### config.mk
export PLATFORM = sky130hd
export DESIGN_NAME = arith_dec
export DESIGN_NICKNAME = d
export VERILOG_FILES = /design/src/hdl/arith_dec_pkg.sv /design/src/hdl/arith_dec.sv
export VERILOG_INCLUDE_DIRS = /design/src /design/src/hdl
export SDC_FILE = /design/constraint.sdc
export NUM_CORES = 1
export LEC_CHECK = 0
export ABC_AREA = 1
export BUFFER_PORTS_ARGS = -buffer_cell sky130_fd_sc_hd__buf_2
export CORE_MARGIN = 5
export CORE_UTILIZATION = 51
export DETAILED_ROUTE_END_ITERATION = 10
export HOLD_SLACK_MARGIN = 0.15
export PLACE_DENSITY = 0.76
export SKIP_LAST_GASP = 1
export SLEW_MARGIN = 20
export SYNTH_ARGS = -nofsm -noshare
export SYNTH_HDL_FRONTEND = slang
export SYNTH_SLANG_ARGS = --single-unit
### constraint.sdc
create_clock -name clock -period 1.61 [get_ports clock]
set_clock_uncertainty 0.05 [all_clocks]
set_input_delay 0.322 -clock clock [delete_from_list [all_inputs] [get_ports clock]]
set_output_delay 0.322 -clock clock [all_outputs]
set_load 0.02 [all_outputs]
### src/hdl/arith_dec_consts.svh
`ifndef ARITH_DEC_CONSTS_SVH
`define ARITH_DEC_CONSTS_SVH

// ----------------------------------------
// Prefix bytes
// ----------------------------------------
`define AD_PFX_CODE      8'h2e
`define AD_PFX_STACK     8'h36
`define AD_PFX_DATA      8'h3e
`define AD_PFX_EXTRA     8'h26

// ----------------------------------------
// Single-byte adjusts
// ----------------------------------------
`define AD_OP_AAFIX      8'h37
`define AD_OP_DAFIX      8'h27
`define AD_OP_AMFIX      8'h3f
`define AD_OP_DMFIX      8'h2f

// ----------------------------------------
// Opcode patterns, upper bits
// ----------------------------------------
`define AD_TOP_SUM_RM    6'h00
`define AD_TOP_CSUM_RM   6'h04
`define AD_TOP_MINUS_RM  6'h0a
`define AD_TOP_BMINUS_RM 6'h06
`define AD_TOP_IMM_GRP   6'h20
`define AD_TOP7_SUM_AC   7'h02
`define AD_TOP7_CSUM_AC  7'h0a
`define AD_TOP7_MINUS_AC 7'h16
`define AD_TOP7_BMIN_AC  7'h0e
`define AD_TOP7_UNARY    7'h7b

// ----------------------------------------
// ModRM sub-opcodes
// ----------------------------------------
`define AD_SUB_SUM       3'h0
`define AD_SUB_CSUM      3'h2
`define AD_SUB_BMINUS    3'h3
`define AD_SUB_MINUS     3'h5
`define AD_SUB_FLIP      3'h3
`define AD_SUB_PROD      3'h4
`define AD_MOD_REG       2'h3

// ----------------------------------------
// Clock counts: minimums, product maximums, narrow-bus word extra
// ----------------------------------------
`define AD_CYC_PREFIX    6'd2
`define AD_CYC_RM_REG    6'd3
`define AD_CYC_RM_MEM    6'd10
`define AD_CYC_IMM_REG   6'd4
`define AD_CYC_IMM_MEM   6'd16
`define AD_CYC_AC_BYTE   6'd3
`define AD_CYC_AC_WORD   6'd4
`define AD_CYC_AAFIX     6'd8
`define AD_CYC_DAFIX     6'd4
`define AD_CYC_AMFIX     6'd7
`define AD_CYC_DMFIX     6'd4
`define AD_CYC_PR_RB_MIN 6'd26
`define AD_CYC_PR_RB_MAX 6'd28
`define AD_CYC_PR_RW_MIN 6'd35
`define AD_CYC_PR_RW_MAX 6'd37
`define AD_CYC_PR_MB_MIN 6'd32
`define AD_CYC_PR_MB_MAX 6'd34
`define AD_CYC_PR_MW_MIN 6'd41
`define AD_CYC_PR_MW_MAX 6'd43
`define AD_CYC_NARROW_W  6'd4

`endif

### src/hdl/arith_dec_pkg.sv
package arith_dec_pkg;

   typedef enum logic [3:0] {
      AD_OP_NONE,
      AD_OP_SUM,
      AD_OP_CSUM,
      AD_OP_MINUS,
      AD_OP_MINUS_WITH_BORROW,
      AD_OP_SIGN_FLIP,
      AD_OP_ASCII_ADD_FIX,
      AD_OP_DECIMAL_ADD_FIX,
      AD_OP_ASCII_MINUS_FIX,
      AD_OP_DECIMAL_MINUS_FIX,
      AD_OP_UNSIGNED_PRODUCT
   } arith_op_t;

   typedef enum logic [2:0] {
      AD_SEG_DEFAULT,
      AD_SEG_CODE,
      AD_SEG_STACK,
      AD_SEG_DATA,
      AD_SEG_EXTRA
   } arith_seg_t;

   typedef enum logic [1:0] {
      AD_IMM_NONE,
      AD_IMM_ONE,
      AD_IMM_ONE_SEXT,
      AD_IMM_TWO
   } arith_imm_t;

endpackage : arith_dec_pkg

### src/hdl/arith_dec.sv
`include "arith_dec_consts.svh"
`timescale 1ns/10ps
`default_nettype none

module arith_dec (
   // Clock and reset
   input  wire logic                       clock,
   input  wire logic                       arst_n,
   // Bus variant strap
   input  wire logic                       narrow_bus,
   // Prefetch queue side
   input  wire logic                       byte_valid,
   input  wire logic [7:0]                 byte_data,
   output logic                            byte_ready,
   // Execution unit side
   output logic                            dec_valid,
   output arith_dec_pkg::arith_op_t        dec_op,
   output arith_dec_pkg::arith_seg_t       dec_seg,
   output arith_dec_pkg::arith_imm_t       dec_imm,
   output logic                            dec_word,
   output logic                            dec_reg_dest,
   output logic                            dec_mem,
   output logic [5:0]                      dec_cyc_min,
   output logic [5:0]                      dec_cyc_max,
   output logic                            dec_prefix,
   output logic                            dec_unknown
);

   // ----------------------------------------
   // State
   // ----------------------------------------
   typedef enum logic [0:0] {
      ST_OPCODE,
      ST_MODRM
   } arith_dec_state_t;

   arith_dec_state_t               state_r;
   arith_dec_state_t               state_nxt;
   logic [7:0]                     opc_r;
   logic [7:0]                     opc_nxt;
   arith_dec_pkg::arith_seg_t      seg_r;
   arith_dec_pkg::arith_seg_t      seg_nxt;
   logic                           valid_r;
   logic                           valid_nxt;
   arith_dec_pkg::arith_op_t       op_r;
   arith_dec_pkg::arith_op_t       op_nxt;
   arith_dec_pkg::arith_seg_t      oseg_r;
   arith_dec_pkg::arith_seg_t      oseg_nxt;
   arith_dec_pkg::arith_imm_t      imm_r;
   arith_dec_pkg::arith_imm_t      imm_nxt;
   logic                           word_r;
   logic                           word_nxt;
   logic                           dest_r;
   logic                           dest_nxt;
   logic                           mem_r;
   logic                           mem_nxt;
   logic [5:0]                     cmin_r;
   logic [5:0]                     cmin_nxt;
   logic [5:0]                     cmax_r;
   logic [5:0]                     cmax_nxt;
   logic                           pfx_r;
   logic                           pfx_nxt;
   logic                           unk_r;
   logic                           unk_nxt;

   // ----------------------------------------
   // Helpers
   // ----------------------------------------
   function automatic logic needs_modrm(input logic [7:0] b);
      needs_modrm = (b[7:2] == `AD_TOP_SUM_RM) || (b[7:2] == `AD_TOP_CSUM_RM)
                 || (b[7:2] == `AD_TOP_MINUS_RM) || (b[7:2] == `AD_TOP_BMINUS_RM)
                 || (b[7:2] == `AD_TOP_IMM_GRP) || (b[7:1] == `AD_TOP7_UNARY);
   endfunction : needs_modrm

   function automatic logic [5:0] word_extra(input logic w, input logic m, input logic nb);
      word_extra = (nb && w && m) ? `AD_CYC_NARROW_W : 6'd0;
   endfunction : word_extra

   assign byte_ready = 1'b1;

   // ----------------------------------------
   // Decode
   // ----------------------------------------
   always_comb begin
      logic [7:0] b;
      logic       m;
      logic       w;
      logic [5:0] ex;
      b         = byte_data;
      m         = 1'b0;
      w         = 1'b0;
      ex        = 6'd0;
      state_nxt = state_r;
      opc_nxt   = opc_r;
      seg_nxt   = seg_r;
      valid_nxt = 1'b0;
      op_nxt    = op_r;
      oseg_nxt  = oseg_r;
      imm_nxt   = imm_r;
      word_nxt  = word_r;
      dest_nxt  = dest_r;
      mem_nxt   = mem_r;
      cmin_nxt  = cmin_r;
      cmax_nxt  = cmax_r;
      pfx_nxt   = 1'b0;
      unk_nxt   = 1'b0;
      if (byte_valid) begin
         unique case (state_r)
            ST_OPCODE: begin
               op_nxt   = arith_dec_pkg::AD_OP_NONE;
               oseg_nxt = seg_r;
               imm_nxt  = arith_dec_pkg::AD_IMM_NONE;
               word_nxt = b[0];
               dest_nxt = 1'b0;
               mem_nxt  = 1'b0;
               if (b == `AD_PFX_CODE || b == `AD_PFX_STACK
                   || b == `AD_PFX_DATA || b == `AD_PFX_EXTRA) begin
                  unique case (b)
                     `AD_PFX_CODE:  seg_nxt = arith_dec_pkg::AD_SEG_CODE;
                     `AD_PFX_STACK: seg_nxt = arith_dec_pkg::AD_SEG_STACK;
                     `AD_PFX_DATA:  seg_nxt = arith_dec_pkg::AD_SEG_DATA;
                     default:       seg_nxt = arith_dec_pkg::AD_SEG_EXTRA;
                  endcase
                  oseg_nxt  = seg_nxt;
                  valid_nxt = 1'b1;
                  pfx_nxt   = 1'b1;
                  word_nxt  = 1'b0;
                  cmin_nxt  = `AD_CYC_PREFIX;
                  cmax_nxt  = `AD_CYC_PREFIX;
               end else if (needs_modrm(b)) begin
                  opc_nxt   = b;
                  state_nxt = ST_MODRM;
               end else begin
                  valid_nxt = 1'b1;
                  seg_nxt   = arith_dec_pkg::AD_SEG_DEFAULT;
                  oseg_nxt  = arith_dec_pkg::AD_SEG_DEFAULT;
                  cmin_nxt  = b[0] ? `AD_CYC_AC_WORD : `AD_CYC_AC_BYTE;
                  if (b[0]) begin
                     imm_nxt = arith_dec_pkg::AD_IMM_TWO;
                  end else begin
                     imm_nxt = arith_dec_pkg::AD_IMM_ONE;
                  end
                  if (b[7:1] == `AD_TOP7_SUM_AC) begin
                     op_nxt = arith_dec_pkg::AD_OP_SUM;
                  end else if (b[7:1] == `AD_TOP7_CSUM_AC) begin
                     op_nxt = arith_dec_pkg::AD_OP_CSUM;
                  end else if (b[7:1] == `AD_TOP7_MINUS_AC) begin
                     op_nxt = arith_dec_pkg::AD_OP_MINUS;
                  end else if (b[7:1] == `AD_TOP7_BMIN_AC) begin
                     op_nxt = arith_dec_pkg::AD_OP_MINUS_WITH_BORROW;
                  end else begin
                     imm_nxt  = arith_dec_pkg::AD_IMM_NONE;
                     word_nxt = 1'b0;
                     unique case (b)
                        `AD_OP_AAFIX: begin
                           op_nxt   = arith_dec_pkg::AD_OP_ASCII_ADD_FIX;
                           cmin_nxt = `AD_CYC_AAFIX;
                        end
                        `AD_OP_DAFIX: begin
                           op_nxt   = arith_dec_pkg::AD_OP_DECIMAL_ADD_FIX;
                           cmin_nxt = `AD_CYC_DAFIX;
                        end
                        `AD_OP_AMFIX: begin
                           op_nxt   = arith_dec_pkg::AD_OP_ASCII_MINUS_FIX;
                           cmin_nxt = `AD_CYC_AMFIX;
                        end
                        `AD_OP_DMFIX: begin
                           op_nxt   = arith_dec_pkg::AD_OP_DECIMAL_MINUS_FIX;
                           cmin_nxt = `AD_CYC_DMFIX;
                        end
                        default: begin
                           unk_nxt  = 1'b1;
                           cmin_nxt = 6'd0;
                        end
                     endcase
                  end
                  cmax_nxt = cmin_nxt;
               end
            end
            ST_MODRM: begin
               m         = (b[7:6] != `AD_MOD_REG);
               w         = opc_r[0];
               ex        = word_extra(w, m, narrow_bus);
               state_nxt = ST_OPCODE;
               valid_nxt = 1'b1;
               mem_nxt   = m;
               word_nxt  = w;
               oseg_nxt  = m ? seg_r : arith_dec_pkg::AD_SEG_DEFAULT;
               seg_nxt   = arith_dec_pkg::AD_SEG_DEFAULT;
               cmin_nxt  = (m ? `AD_CYC_RM_MEM : `AD_CYC_RM_REG) + ex;
               if (opc_r[7:2] == `AD_TOP_IMM_GRP) begin
                  cmin_nxt = (m ? `AD_CYC_IMM_MEM : `AD_CYC_IMM_REG) + ex;
                  if (!w || opc_r[1]) begin
                     imm_nxt = w ? arith_dec_pkg::AD_IMM_ONE_SEXT
                                 : arith_dec_pkg::AD_IMM_ONE;
                  end else begin
                     imm_nxt = arith_dec_pkg::AD_IMM_TWO;
                  end
                  unique case (b[5:3])
                     `AD_SUB_SUM:    op_nxt = arith_dec_pkg::AD_OP_SUM;
                     `AD_SUB_CSUM:   op_nxt = arith_dec_pkg::AD_OP_CSUM;
                     `AD_SUB_BMINUS: op_nxt = arith_dec_pkg::AD_OP_MINUS_WITH_BORROW;
                     `AD_SUB_MINUS:  op_nxt = arith_dec_pkg::AD_OP_MINUS;
                     default:        unk_nxt = 1'b1;
                  endcase
               end else if (opc_r[7:1] == `AD_TOP7_UNARY) begin
                  if (b[5:3] == `AD_SUB_FLIP) begin
                     op_nxt = arith_dec_pkg::AD_OP_SIGN_FLIP;
                  end else if (b[5:3] == `AD_SUB_PROD) begin
                     op_nxt = arith_dec_pkg::AD_OP_UNSIGNED_PRODUCT;
                     if (m) begin
                        cmin_nxt = (w ? `AD_CYC_PR_MW_MIN : `AD_CYC_PR_MB_MIN) + ex;
                     end else begin
                        cmin_nxt = w ? `AD_CYC_PR_RW_MIN : `AD_CYC_PR_RB_MIN;
                     end
                  end else begin
                     unk_nxt = 1'b1;
                  end
               end else begin
                  dest_nxt = opc_r[1];
                  unique case (opc_r[7:2])
                     `AD_TOP_SUM_RM:    op_nxt = arith_dec_pkg::AD_OP_SUM;
                     `AD_TOP_CSUM_RM:   op_nxt = arith_dec_pkg::AD_OP_CSUM;
                     `AD_TOP_MINUS_RM:  op_nxt = arith_dec_pkg::AD_OP_MINUS;
                     default:           op_nxt = arith_dec_pkg::AD_OP_MINUS_WITH_BORROW;
                  endcase
               end
               cmax_nxt = cmin_nxt;
               if (op_nxt == arith_dec_pkg::AD_OP_UNSIGNED_PRODUCT) begin
                  if (m) begin
                     cmax_nxt = (w ? `AD_CYC_PR_MW_MAX : `AD_CYC_PR_MB_MAX) + ex;
                  end else begin
                     cmax_nxt = w ? `AD_CYC_PR_RW_MAX : `AD_CYC_PR_RB_MAX;
                  end
               end
               if (unk_nxt) begin
                  op_nxt   = arith_dec_pkg::AD_OP_NONE;
                  imm_nxt  = arith_dec_pkg::AD_IMM_NONE;
                  cmin_nxt = 6'd0;
                  cmax_nxt = 6'd0;
               end
            end
         endcase
      end
   end

   // ----------------------------------------
   // Registers
   // ----------------------------------------
   always_ff @(posedge clock or negedge arst_n) begin
      if (!arst_n) begin
         state_r <= ST_OPCODE;
         opc_r   <= 8'h00;
         seg_r   <= arith_dec_pkg::AD_SEG_DEFAULT;
         valid_r <= 1'b0;
         op_r    <= arith_dec_pkg::AD_OP_NONE;
         oseg_r  <= arith_dec_pkg::AD_SEG_DEFAULT;
         imm_r   <= arith_dec_pkg::AD_IMM_NONE;
         word_r  <= 1'b0;
         dest_r  <= 1'b0;
         mem_r   <= 1'b0;
         cmin_r  <= 6'd0;
         cmax_r  <= 6'd0;
         pfx_r   <= 1'b0;
         unk_r   <= 1'b0;
      end else begin
         state_r <= state_nxt;
         opc_r   <= opc_nxt;
         seg_r   <= seg_nxt;
         valid_r <= valid_nxt;
         op_r    <= op_nxt;
         oseg_r  <= oseg_nxt;
         imm_r   <= imm_nxt;
         word_r  <= word_nxt;
         dest_r  <= dest_nxt;
         mem_r   <= mem_nxt;
         cmin_r  <= cmin_nxt;
         cmax_r  <= cmax_nxt;
         pfx_r   <= pfx_nxt;
         unk_r   <= unk_nxt;
      end
   end

   assign dec_valid    = valid_r;
   assign dec_op       = op_r;
   assign dec_seg      = oseg_r;
   assign dec_imm      = imm_r;
   assign dec_word     = word_r;
   assign dec_reg_dest = dest_r;
   assign dec_mem      = mem_r;
   assign dec_cyc_min  = cmin_r;
   assign dec_cyc_max  = cmax_r;
   assign dec_prefix   = pfx_r;
   assign dec_unknown  = unk_r;

endmodule : arith_dec

`default_nettype wire

### Word level (Yosys, flattened, before mapping)

Index checks and enable logic that the tools add are counted.

| operators by class | value |
|---|---|
| add/subtract/negate cells | 4 |
| equal/unequal tests | 31 |
| multiplexer cells | 98 |
| bitwise logic cells | 2 |
| reduce and logical (&&, ||, !) cells | 22 |

Operators by type and width:

| cell | number |
|---|---|
| $mux 4 | 20 |
| $mux 6 | 13 |
| $eq 8x6->1 const B | 8 |
| $pmux 4 s4 | 2 |
| $mux 1 | 31 |
| $pmux 6 s2 | 2 |
| $mux 2 | 11 |
| $eq 6x3->1 const B | 3 |
| $pmux 3 s3 | 2 |
| $mux 3 | 5 |
| $eq 7x4->1 const B | 2 |
| $eq 7x7->1 const B | 2 |
| $add 6x3->6 | 2 |
| $eq 6x4->1 const B | 2 |
| $eq 6x6->1 const B | 2 |
| $logic_not 6->1 | 2 |
| $pmux 1 s2 | 6 |
| $pmux 3 s2 | 2 |
| $pmux 4 s3 | 1 |
| $logic_or 1x1->1 | 9 |
| $pmux 4 s2 | 1 |
| $reduce_or 4->1 | 2 |
| $eq 7x2->1 const B | 1 |
| $eq 7x5->1 const B | 1 |
| 18 further kinds | 25 |

| word-level totals | value |
|---|---|
| register bits after elaboration | 39 |
| output and inout bits | 28 |
| logic and storage cells | 171 |

### Depth between registers and ports, before layout

Gate-level depths: netlist (run 1).

| depth | value |
|---|---|
| depth after elaboration | 12 |
| gate-level depth with buffers | 14 |

### Worst setup path before layout (run 1)

Ideal clock, no wire load.

| timing | value |
|---|---|
| path kind | register to register |
| start point | register opc_r[3] |
| end point | register cmax_r[2] (netlist: dec_cyc_max[2]) |
| arrival time | 1446 ps |
| required time | 1436 ps |
| slack | -10 ps |
| stages on the path, launching flop included | 9 |
| path buffers | 0 |
| clock period less this slack | 1620 ps |
| cells stage by stage | dfrtp_1 nor2_1 nand4_4 clkinv_2 nand3_2 a21oi_2 nand2_1 o211ai_1 nand2_1 |

| between the ends | value |
|---|---|
| word-level cells in the longest chain between the ends | 10 |

RTL lines:

| element | RTL line | source |
|---|---|---|
| from (decl) | arith_dec.sv:39 | `logic [7:0] opc_r;` |
| from (signal assigned) | arith_dec.sv:268 | `opc_r <= opc_nxt;` |
| $eq 6x4->1, or another cell as far along | arith_dec.sv:221 | `unique case (opc_r[7:2])` |
| $pmux 3 s3 | arith_dec.sv:221 |  |
| $mux 4 | arith_dec.sv:206 | `` end else if (opc_r[7:1] == `AD_TOP7_UNARY) begin `` |
| $mux 4 | arith_dec.sv:191 | `` if (opc_r[7:2] == `AD_TOP_IMM_GRP) begin `` |
| $mux 4 | arith_dec.sv:108 | `unique case (state_r)` |
| $mux 4 | arith_dec.sv:107 | `if (byte_valid) begin` |
| $eq 4x4->1 | arith_dec.sv:229 | `if (op_nxt == arith_dec_pkg::AD_OP_UNSIGNED_PRODUCT) begin` |
| $mux 6 | arith_dec.sv:229 |  |
| $mux 6 (*) | arith_dec.sv:236 | `if (unk_nxt) begin` |
| $pmux 6 s2 (*) | arith_dec.sv:108 |  |
| to (signal assigned) | arith_dec.sv:278 | `cmax_r <= cmax_nxt;` |
| to (decl) | arith_dec.sv:59 | `logic [5:0] cmax_r;` |

Every way passes the cells marked *; elsewhere a longest branch is shown, timed or not. The select of a mux whose other input is x is not followed.
A chain may end at the register's enable or synchronous reset.

### Worst setup path after layout (run 1)

| timing | value |
|---|---|
| start point | register opc_r[2] |
| end point | register unk_r (netlist: dec_unknown) |

| between the ends | value |
|---|---|
| word-level cells in the longest chain between the ends | 7 |

RTL lines:

| element | RTL line | source |
|---|---|---|
| $eq 7x7->1 (no line) | - |  |
| $mux 1 | arith_dec.sv:206 |  |
| $mux 1 (*) | arith_dec.sv:191 |  |
| $mux 1 (*) | arith_dec.sv:108 |  |
| $mux 1 (*) | arith_dec.sv:107 |  |
| $pmux 1 s2 (*) | arith_dec.sv:108 |  |
| $mux 1 (*) | arith_dec.sv:107 |  |
| net unk_nxt | arith_dec.sv:64 | `logic unk_nxt;` |
| to (signal assigned) | arith_dec.sv:280 | `unk_r <= unk_nxt;` |
| to (decl) | arith_dec.sv:63 | `logic unk_r;` |

The timed path passes the listed nets; every way through them passes the cells marked *. The select of a mux whose other input is x is not followed.

==> out/results.txt, run 1 <==
The core outline area is 4440 µm², and the area of the mapped netlist is 2370 µm². The H-tree was split into 2 levels. The max-slew violation count was 0; the period utilization was 1.10. In the final routed layout, each cell accounts on average for 15.5 µm. Once placement finished, the instance area stood at 2990 µm². The share of synthesized cell area in full adder, half adder and majority cells is 0.0105.

The via count of the first global-routing pass is 2538. After routing the design area is 3330 µm². Summing all multi-input logic gate instances after layout gives 1340 µm².

The horizontal die dimension came out at 78.2 µm. Signed area change from the synthesized netlist to the final layout: 40.5%. Setup repair after global routing could not meet its margin everywhere. The fraction of the mapped netlist area in simple logic gates was 0.343. The slowest stage of the critical path is the dfrtp_2 cell. The run gives 0 as the remaining design rule violation count. The total global routing track utilization was 0.232. TritonCTS built the clock tree. The number of nets handed over by synthesis was 333. The count of port buffers added during placement came out at 38. The utilization after layout is 0.750. The maximum number of pins on one net before global-route repair is 24. At the end of the flow, the number of nets in the layout was 431.

STA puts the critical path data required time at 1.73 ns. Clock latency at the later pin of the worst-skew pair: 0.29 ns. The run gives 5 as the number of buffers created by CTS. After synthesis, the mean cell area works out to 7.44 µm².

The tightest min-delay check is of the in2reg type. In this design, the stage delay of the slowest critical-path cell is 0.45 ns. The clock transition time at the flip-flop clock pins of the worst setup and hold paths is 0.08 ns.

The run finished, with violations left. Detailed routing inserted a total of 2612 vias. In the synthesized netlist the dominant register cell turns out to be dfrtp_1.

The max-cap check violation count was 0. From bottom edge to top edge, the die measures 78.2 µm. The power density over the cells is 876 nW/µm², and the count of endpoints failing hold in the final timing report is 0. The run gives 11.4 mm as the wire length of the first global-routing pass. Switching share of total power: 0.315.

By area, the combinational part of the netlist is dominated by simple AND/OR/NAND/NOR gates. The logs give 2 for the worst-case clock buffer depth and 0.261 for the share of power burned in combinational logic. For the yosys synthesis warning count, the log shows 0. Buffer cell driving the clock tree root: clkbuf_8.

The register bit count reported by yosys came out at 39. For this run, the detailed router's first-pass iteration total came to 5. Of all nets on the critical path, the largest fanout is 5. The setup path with the least slack is of type reg2reg. VDD sags by at most 0.593 mV.

40 I/O pins were placed. The fraction of synthesized area in multiplexers was 0.00475. Power after layout: 2.92 mW. In this run the core area contains 24 standard-cell rows.

The worst setup path is captured at a register. For the maximum clock frequency, the log shows 0.563 GHz. The fraction of final layout cells with drive strength greater than 1 was 0.414; the critical path arrival was 1.90 ns.

After detailed routing, the number of vias per cell comes to 5.56. The tools report the final worst setup slack as -0.167 ns. The cell with the most instances on the worst path is buf_4. The worst setup path is launched from a register. The part of the Yosys area used for sequential elements is 0.411, and the number of clock sinks is 39.

The number of fillers in the final layout is 330. The logs give 0.534 for the initial core utilization and 0.405 for the fraction of power consumed by sequential logic. The clock period minus final worst setup slack is 1.78 ns, and the total routed wirelength is 7.29 mm. The post-synthesis compound-gate area fraction came out at 0.148. The fraction of registers with async set or reset after synthesis was 1.00. After synthesis, the netlist uses 44 different library cells. The final reports fail on setup timing. For the number of setup violations in the final report, the log shows 18. The run gives -0.170 ns as the pre-CTS setup slack. For the switching power summed over all nets, the log shows 0.918 mW. The logs give 981 µm² for the area of all sequential standard cells and 5.09 mm for the HPWL after detailed placement. For the design internal power, the log shows 2.00 mW. For this block, the initial DRC count from the detailed router was 293.

The tools report the part of the power in the clock network as 0.334. The run gives 0 as the remaining global-route overflow. The run gives 0 as the antenna violation net count after detailed routing. The xor/xnor share of the synthesized area was 0. The analysis attributes to cell leakage a power of 1.78 nW. The number of synthesized flops with an enable pin came out at 0. The congestion estimate from routability-driven global placement came to 0.919.

0 antenna diodes ended up in the layout. Synthesis handed over a netlist of 319 instances. The logs give 0 for the initial antenna violation count and 6120 µm² for the area of the die. Traced cell by cell, the critical path runs through nor2_4 -> nand4_4 -> buf_4 -> o21ai_2 -> o21ai_4 -> buf_4 -> o32ai_1.
-- power by group through the flow --
| stage | Clock, mW | Combinational [mW] | Sequential [mW] |
|---|---|---|---|
| 2_1_floorplan | 0 | 0.326 | 1.22 |
| 3_3_place_gp | 0 | 0.661 | 1.17 |
| 3_5_place_dp | 0 | 0.672 | 1.17 |
| 4_1_cts | 0.980 | 0.687 | 1.15 |
| 5_1_grt | 1.04 | 0.828 | 1.20 |
| 6_report | 0.975 | 0.763 | 1.18 |
-- logic make-up after synthesis --
logic type / after synthesis
mux: 1
fa+ha+maj: 2
simple gates: 178
flops: 39
other cells: 1
buf+inv: 43
compound gates: 55
-- worst max-delay path: cells and delay by family, from the launching register on --
kind                   cells  cell delay [ns]
AO/OA/AOI/OAI              3             0.47
flip-flops                 1             0.45
AND/OR/NAND/NOR            2             0.34
buffers and inverters      2             0.34
-- cells in the final DEF, fill, tap and decap left out, types with 2 or more instances in the layout --
cell type / n
a21oi_1: 14
a21oi_2: 5
a31oi_1: 2
buf_2: 38
buf_4: 59
bufinv_16: 2
clkbuf_8: 5
dfrtp_1: 35
dfrtp_2: 4
ha_1: 2
inv_1: 23
inv_2: 7
nand2_1: 91
nand2_2: 12
nand2_4: 2
nand3_1: 9
nand3_2: 11
nand4_1: 5
nor2_1: 22
nor2_2: 7
nor2_4: 6
nor3_1: 8
o211ai_1: 4
o21a_1: 2
o21ai_0: 9
o21ai_1: 6
o21ai_2: 2
o22ai_1: 2
-- Yosys cell counts, types with 4 or more instances --
master    number  area share
inv_1         27       0.043
nand4_1        5       0.013
nand2_2        8       0.021
inv_2          4      0.0063
o21ai_1        5       0.011
dfrtp_1       39        0.41
nand3_2        4       0.017
o21ai_0       11       0.023
nand2_1       96        0.15
nor2_1        30       0.047
clkbuf_1       4      0.0063
o211ai_1       4       0.013
nor3_1         9       0.019
a21oi_1       17       0.036
nand3_1       16       0.034
-- per-layer routing --
metal,vias to the layer above,part of all wire,GRT usage
li1,1238,-,-
met1,1214,0.42,0.291
met2,136,0.48,0.402
met3,24,0.077,0.0446
met4,0,0.025,0.0769
met5,-,0,0
-- sequential cells by signal, indices dropped and copies added, names as in the netlist --
register,count
opc_r,8
dec_cyc_max,6
dec_cyc_min,6
dec_op,4
dec_seg,3
seg_r,3
dec_imm,2
dec_mem,1
dec_prefix,1
dec_reg_dest,1
dec_unknown,1
dec_valid,1
dec_word,1
state_r,1
-- repair_timing --
action	4_1_cts	5_1_grt
endpoints found under the setup margin	15	19
endpoints found under the hold margin	16	0
hold buffers	1	0
pin swaps	3	25
resized for setup	11	35
buffers inserted	0	7
-- path summary, 6_finish.rpt --
| kind | slack [ns] | cells past startpoint | startpoint | to |
|---|---|---|---|---|
| min reg2reg | 0.43 | 1 | dec_mem | dec_mem |
| max in group asynchronous | 0.58 | 3 | arst_n | opc_r[0] |
| min | 0.27 | 2 | byte_data[7] | opc_r[7] |
| min in group asynchronous | 0.45 | 2 | arst_n | opc_r[5] |
| max | -0.17 | 7 | opc_r[2] | dec_unknown |
| max reg2reg | -0.17 | 7 | opc_r[2] | dec_unknown |
-- metrics by stage --
step	hold slack, ns	setup TNS (ns)	instances
floorplan	-0.0236	0	319
global placement	0.234	-2.24	454
detailed placement	0.237	-3.17	454
CTS	0.264	-0.105	463
global route	0.275	-2.87	470
finish	0.267	-1.53	470
-- cell type report --
| class | instances | area share |
|---|---|---|
| Multi-Input combinational cell | 237 | 0.403 |
| Sequential cell | 39 | 0.294 |
| Timing Repair Buffer | 100 | 0.202 |
| Inverter | 34 | 0.0409 |
| Clock buffer | 6 | 0.0218 |
| Tap cell | 52 | 0.0195 |
| Clock inverter | 2 | 0.0180 |
(Power assumes the default switching activity.)
==> run 2, diff against run 1 <==
--- a/config.mk
+++ b/config.mk
@@ -6,7 +6,6 @@
 export SDC_FILE = /design/constraint.sdc
 export NUM_CORES = 1
 export LEC_CHECK = 0
-export ABC_AREA = 1
 export BUFFER_PORTS_ARGS = -buffer_cell sky130_fd_sc_hd__buf_2
 export CORE_MARGIN = 5
 export CORE_UTILIZATION = 51
==> out/results.txt, run 2 <==
At the later pin of the worst-skew pair, clock insertion delay measures 0.30 ns. Once placement completed, the tool counted placed cells totaling 445. The logs give 0 for the remaining global-route overflow and 63 for the number of unique standard cell types used by synthesis. Across the VDD grid, the largest voltage drop is 0.803 mV. The final reports fail on setup timing. The most common cell in the netlist was dfrtp_1. For the core outline area, the log shows 4750 µm².

STA classifies the critical path endpoint as a register. For this run, the post-layout net count is 426. The fraction of final layout cells with drive strength greater than 1 came out at 0.518. The first global-routing pass estimated 13.9 mm of wire.

Entering global routing, the biggest net connects 23 pins. In the final routed layout, each cell accounts on average for 21.0 µm. The count of endpoints failing hold in the final timing report was 0. Period utilization: 1.51. Setup repair after global routing could not meet its margin everywhere. Maximum clock frequency: 0.410 GHz. STA puts the critical path data arrival time at 2.56 ns. The number of setup violations in the final report is 27.

The highest net fanout along the worst path came out at 4. The antenna violation net count after detailed routing is 0. The finished cells cover 4010 µm². Summing every instance area after synthesis gives 2500 µm². The logs give 2 for the worst-case clock buffer depth and 2 for the H-tree depth. Commonest non-fill, non-tap cell in the layout: buf_4.

The number of flip-flops in the largest register is 8, and the total routed wirelength is 10.1 mm. The part of the Yosys area used for sequential elements is 0.390. The flow ran to the end, but the final reports show violations. The setup check on the worst reg-to-reg path leaves a slack of -0.83 ns. The clock transition time at the flip-flop clock pins of the worst setup and hold paths was 0.08 ns.

The count of port buffers added during placement was 38; the initial antenna violation count was 0. For the area of the die, the log shows 6410 µm². In this run the vertical extent of the chip is 80.0 µm.

The power after layout was 3.66 mW. The average instance area after synthesis is 8.91 µm², and the starting DRC count in detailed routing is 549. After detailed routing, the number of remaining DRC violations is 0. The congestion estimate from routability-driven global placement came to 0.946. The commonest cells after synthesis are 39 x dfrtp_1, 32 x nand2_1, 30 x nor2_1.

Hold is met by 0.308 ns. Max-slew violation count: 0. The root buffer cell chosen for the clock tree is clkbuf_8.

The most used flip-flop cell after synthesis is dfrtp_1. The first TritonRoute pass finished after 7 iterations. Timing analysis after detailed placement gives a worst setup slack of -0.623 ns. The fraction of synthesized area in multiplexers was 0.0375. The tool flagged a number of max-cap violations equal to 0. TritonCTS built the clock tree. The post-detailed-route via-to-cell ratio came out at 6.36. Of all cell types, the one taking the most synthesized area is dfrtp_1.

The tree built by TritonCTS fans out to 39 sinks. Ranked by flip-flop count, first place goes to opc_r. The run gives 5 as the number of buffers created by CTS. The tools report the initial core utilization as 0.526. The yosys synthesis warning count was 0; the number of synthesized flops with an enable pin was 0.

The critical path is of the reg2reg type. The utilization after layout came out at 0.844. The number of antenna diodes came out at 0.

The final instance count without filler cells was 480; the cell row count was 25. Setup total negative slack on the finished layout was measured at -9.38 ns. 40 I/O pins were placed. The run gives 1.74 ns as the required time of the critical path.

The run gives 0.281 as the total global routing track utilization. The post-synthesis compound-gate area fraction was 0.267; the power density over the cells was 913 nW/µm². The floorplan step set the die width to 80.0 µm. The fraction of the mapped netlist area in simple logic gates was 0.235.

The final worst setup slack is -0.829 ns. In the synthesized netlist, the number of instances is 281. Share of synthesized cell area in full adder, half adder and majority cells: 0.0100. The run gives 5.90 mm as the HPWL after detailed placement. The critical path launch point type was a register. The via count of the first global-routing pass is 2844. Ranked by total cell area, the synthesized netlist is headed by dfrtp_1 39%, nand2_1 4.8%, nor2_1 4.5%. The fraction of registers with async set or reset after synthesis was 1.00; the xor/xnor share of the synthesized area was 0.00350. The leakage power summed over all cells is 1.92 nW. The cell area after placement was 3340 µm². In the layout the commonest cells are 89 x buf_4, 38 x dfrtp_1, 33 x buf_2, 27 x nor2_1, 25 x nand2_1. The worst path in the final design needs a cycle of 2.44 ns, including I/O delays and setup. The share of the synthesized area in the top cell type works out to 0.390. The number of nets handed over by synthesis was 295.

The routed layout has 3055 vias. By area, the combinational part of the netlist is dominated by compound AO/OA/AOI/OAI gates. Counting flops and latches in the post-synthesis netlist gives 39.

Relative to the synthesized area, the layout overhead comes to 60.4%. The path class of the tightest hold or removal check is in2reg.
[run 2: kinds of logic (layout without fill, tap and decap cells)]
logic type,Yosys count,in the layout
buf+inv,29,161
flops,39,39
other cells,1,1
xor+xnor,1,1
simple gates,108,108
fa+ha+maj,2,2
compound gates,93,93
mux,8,8
[run 2: power by group]
part | internal [mW] | switching, mW | total (mW)
clock network | 0.620 | 0.383 | 1.00
registers | 1.09 | 0.123 | 1.21
logic | 0.707 | 0.742 | 1.45
[run 2: critical path, stage by stage, from the launching register on]
cell and delay (ns):
dfrtp_1 0.43, nor3b_4 0.29, nand3_1 0.22, a2111oi_4 0.42, a311o_2 0.23, o2111ai_4 0.18, and3_4 0.20, o41ai_2 0.29
[run 2: worst paths after layout]
check                                 end  cells past startpoint           start
hold / removal                   opc_r[1]                      2    byte_data[1]
setup / recovery           dec_cyc_max[2]                      7        opc_r[3]
hold reg to reg            dec_cyc_min[1]                      2  dec_cyc_min[1]
setup reg to reg           dec_cyc_max[2]                      7        opc_r[3]
max in group asynchronous  dec_cyc_min[4]                      3          arst_n
min in group asynchronous       dec_op[3]                      2          arst_n
[run 2: final cells by class]
class	instances	area, µm²
clock buffer	6	72.6
clock inverter	2	60.1
fill	267	742
inverter	12	48.8
multi-input combinational	213	1670
sequential	39	977
tap	67	83.8
timing repair buffer	141	1100
[run 2: timing repair]
action,in CTS,in global routing
hold endpoints to repair,17,0
resized for setup,26,43
setup endpoints to repair,31,35
pin swaps,14,20
buffers inserted,14,13
hold buffers,1,0
cloned,0,2
[run 2: routing by layer]
metal	vias up	wire length [µm]	GRT usage
li1	1289	-	-
met1	1467	3720	0.354
met2	230	4690	0.464
met3	69	1020	0.0587
met4	0	666	0.122
met5	-	0	0
==> run 3, diff against run 2 <==
--- a/config.mk
+++ b/config.mk
@@ -8,10 +8,10 @@
 export LEC_CHECK = 0
 export BUFFER_PORTS_ARGS = -buffer_cell sky130_fd_sc_hd__buf_2
 export CORE_MARGIN = 5
-export CORE_UTILIZATION = 51
+export CORE_UTILIZATION = 57
 export DETAILED_ROUTE_END_ITERATION = 10
 export HOLD_SLACK_MARGIN = 0.15
-export PLACE_DENSITY = 0.76
+export PLACE_DENSITY = 0.8
 export SKIP_LAST_GASP = 1
 export SLEW_MARGIN = 20
 export SYNTH_ARGS = -nofsm -noshare
==> constraint.sdc (replaced) <==
create_clock -name clock -period 2.69 [get_ports clock]
set_clock_uncertainty 0.05 [all_clocks]
set_input_delay 0.538 -clock clock [delete_from_list [all_inputs] [get_ports clock]]
set_output_delay 0.538 -clock clock [all_outputs]
set_load 0.02 [all_outputs]
==> out/results.txt, run 3 (same netlist as run 2, synthesis figures left out) <==
The logs give 0 for the max-cap check violation count and 6.67 mm for the total routed wirelength. The number of top-level pins was 40; the clock transition time at the flip-flop clock pins of the worst setup and hold paths was 0.09 ns. The worst register-to-register path ends at dec_cyc_max[1]. The horizontal die dimension is 76.3 µm, and the post-detailed-route via-to-cell ratio is 6.35. The commonest non-fill, non-tap cell in the layout was dfrtp_1.

Clock tree synthesis found a total of 39 sinks. The net count of the finished layout is 339. Setup repair after global routing left no endpoint under its margin. The fraction of final layout cells with drive strength greater than 1 is 0.270, and the HPWL after detailed placement is 4.94 mm. The signed area change from the synthesized netlist to the final layout is 15.7%.

The run finished with clean final reports. The run gives 2209 as the via count of the first global-routing pass. STA classifies the critical path startpoint as a register. Traced cell by cell, the critical path runs through nor3_4 -> and2_2 -> nor2_1 -> o311a_1 -> o2111ai_2 -> mux2_4 -> o21ai_2. The number of antenna diodes in the final layout is 0. The tools report the final weighted congestion of routability-driven global placement as 0.939. The leakage power summed over all cells was 1.36 nW. Final hold analysis gives a worst-case slack of 0.276 ns. In the layout the commonest cells are 39 x dfrtp_1, 38 x buf_2, 32 x nand2_1, 30 x nor2_1, 22 x a21oi_1. The core outline area is 4290 µm², and the number of setup violations in the final report is 0. Static timing analysis puts the maximum clock frequency at 0.436 GHz. The critical path is of the reg2reg type. In this run the worst path has a maximum fanout of 7. For the pin with the worst max-slew slack, the measured transition is 0.834 ns.

The tools report the worst max-slew margin expressed relative to the limit as 0.444. The die boundary height came out at 76.3 µm. Register with the most flip-flops: opc_r.

The maximum number of pins on one net before global-route repair is 40. Worst stage delay on the critical path: 0.47 ns. For the wire length of the first global-routing pass, the log shows 11.1 mm.

For this block, the initial DRC count from the detailed router was 295. The logs give 2780 µm² for the cell area after placement and 0.172 ns for the pre-CTS setup slack. Period utilization: 0.853.

In the final routed layout, each cell accounts on average for 17.6 µm. The first detailed-routing pass took 5 iterations. Buffers inserted during clock tree synthesis total 5. For the cell row count, the log shows 24. The logs give 5820 µm² for the area of the die and 0.234 for the total global routing track utilization. The longest clock path from root to sink contains 2 buffers. The total negative slack was 0 ns; the count of cells along the worst register-to-register path was 7. STA classifies the critical path endpoint as a register. The routed layout has 2400 vias. Buffer cell driving the clock tree root: clkbuf_8.

The startpoint identified for the worst register-to-register timing path is opc_r[4]. The run gives 0 as the antenna violation net count after detailed routing. The remaining global-route overflow was 0. The logs give 0 for the remaining design rule violation count and 0 for the initial antenna violation count.

The power density over the cells is 577 nW/µm², and the number of flip-flops in the largest register is 8. The number of buffers inserted for hold repair after clock tree synthesis was 0; the largest voltage drop on the vdd net was 0.593 mV. The number of fillers in the final layout is 374, and the buffering stage count on the worst path with inverters included is 0. For the final worst setup slack, the log shows 0.395 ns. STA puts the critical path data required time at 2.87 ns. The clock period minus final worst setup slack came out at 2.30 ns. The finished cells cover 2890 µm². Input and output buffers added on the ports amount to 38.

Critical path arrival: 2.48 ns. Gate family responsible for the most delay along the worst path: compound AO/OA/AOI/OAI gates. The count of endpoints failing hold in the final timing report was 0; the utilization after layout was 0.674. The setup check on the worst reg-to-reg path leaves a slack of 0.39 ns. The max-slew violation count is 0, and the initial core utilization is 0.583. The clock latency at the later pin of the worst-skew pair was 0.30 ns. For this design, the slowest cell found on the critical path is dfrtp_1. TritonCTS built the clock tree.

Once the clock tree was built, the setup fixing pass inserted 0 buffers. The tightest min-delay check is of the in2async type. The number of gates resized after CTS was 0. In this run the number of H-tree levels came out at 2.
## run 3: cell types whose count changed in the layout (fill, tap and decap cells not counted), sizes merged
cell / previous run / this run
buf: 136 / 54
bufinv: 2 / 1
clkbuf: 10 / 5
clkinv: 1 / 3
dlygate4sd3: 1 / 0
## run 3: worst max-delay path by stage
stage	start	end	slack, ns	depth (start not counted)
final	opc_r[4]	dec_cyc_max[1]	0.39	7
after global routing	opc_r[5]	dec_cyc_max[2]	0.26	7
after global placement	byte_data[5]	dec_cyc_max[2]	0.22	7
after detailed placement	byte_data[4]	dec_cyc_min[5]	0.17	9
after floorplan	byte_data[3]	dec_cyc_max[1]	0.50	8
after CTS	opc_r[4]	dec_cyc_max[1]	0.40	7
## run 3: cell type report
cell class / count / area, µm² / share of cell area
clock buffers: 5 / 68.8 / 0.0238
clock inverters: 3 / 43.8 / 0.0151
inverters: 12 / 45.0 / 0.0156
multi-input cells: 213 / 1390 / 0.479
flip-flops and latches: 39 / 976 / 0.337
well taps: 52 / 65.1 / 0.0225
repair buffers: 54 / 310 / 0.107
## run 3: power by group
group	internal [mW]	total [mW]	switching (mW)
Combinational	0.166	0.420	0.254
Clock	0.276	0.502	0.226
Sequential	0.651	0.747	0.0956
## run 3: stage by stage
stage	power [mW]	cells
global route	1.76	378
detailed placement	1.17	370
floorplan	1.03	281
CTS	1.67	378
global placement	1.16	370
finish	1.67	378
## run 3: per-layer routing
layer / track usage / wire length (µm) / up-vias
li1: - / - / 1126
met1: 0.341 / 2990 / 1146
met2: 0.348 / 3010 / 116
met3: 0.0496 / 557 / 12
met4: 0.0734 / 116 / 0
met5: 0 / 0 / -
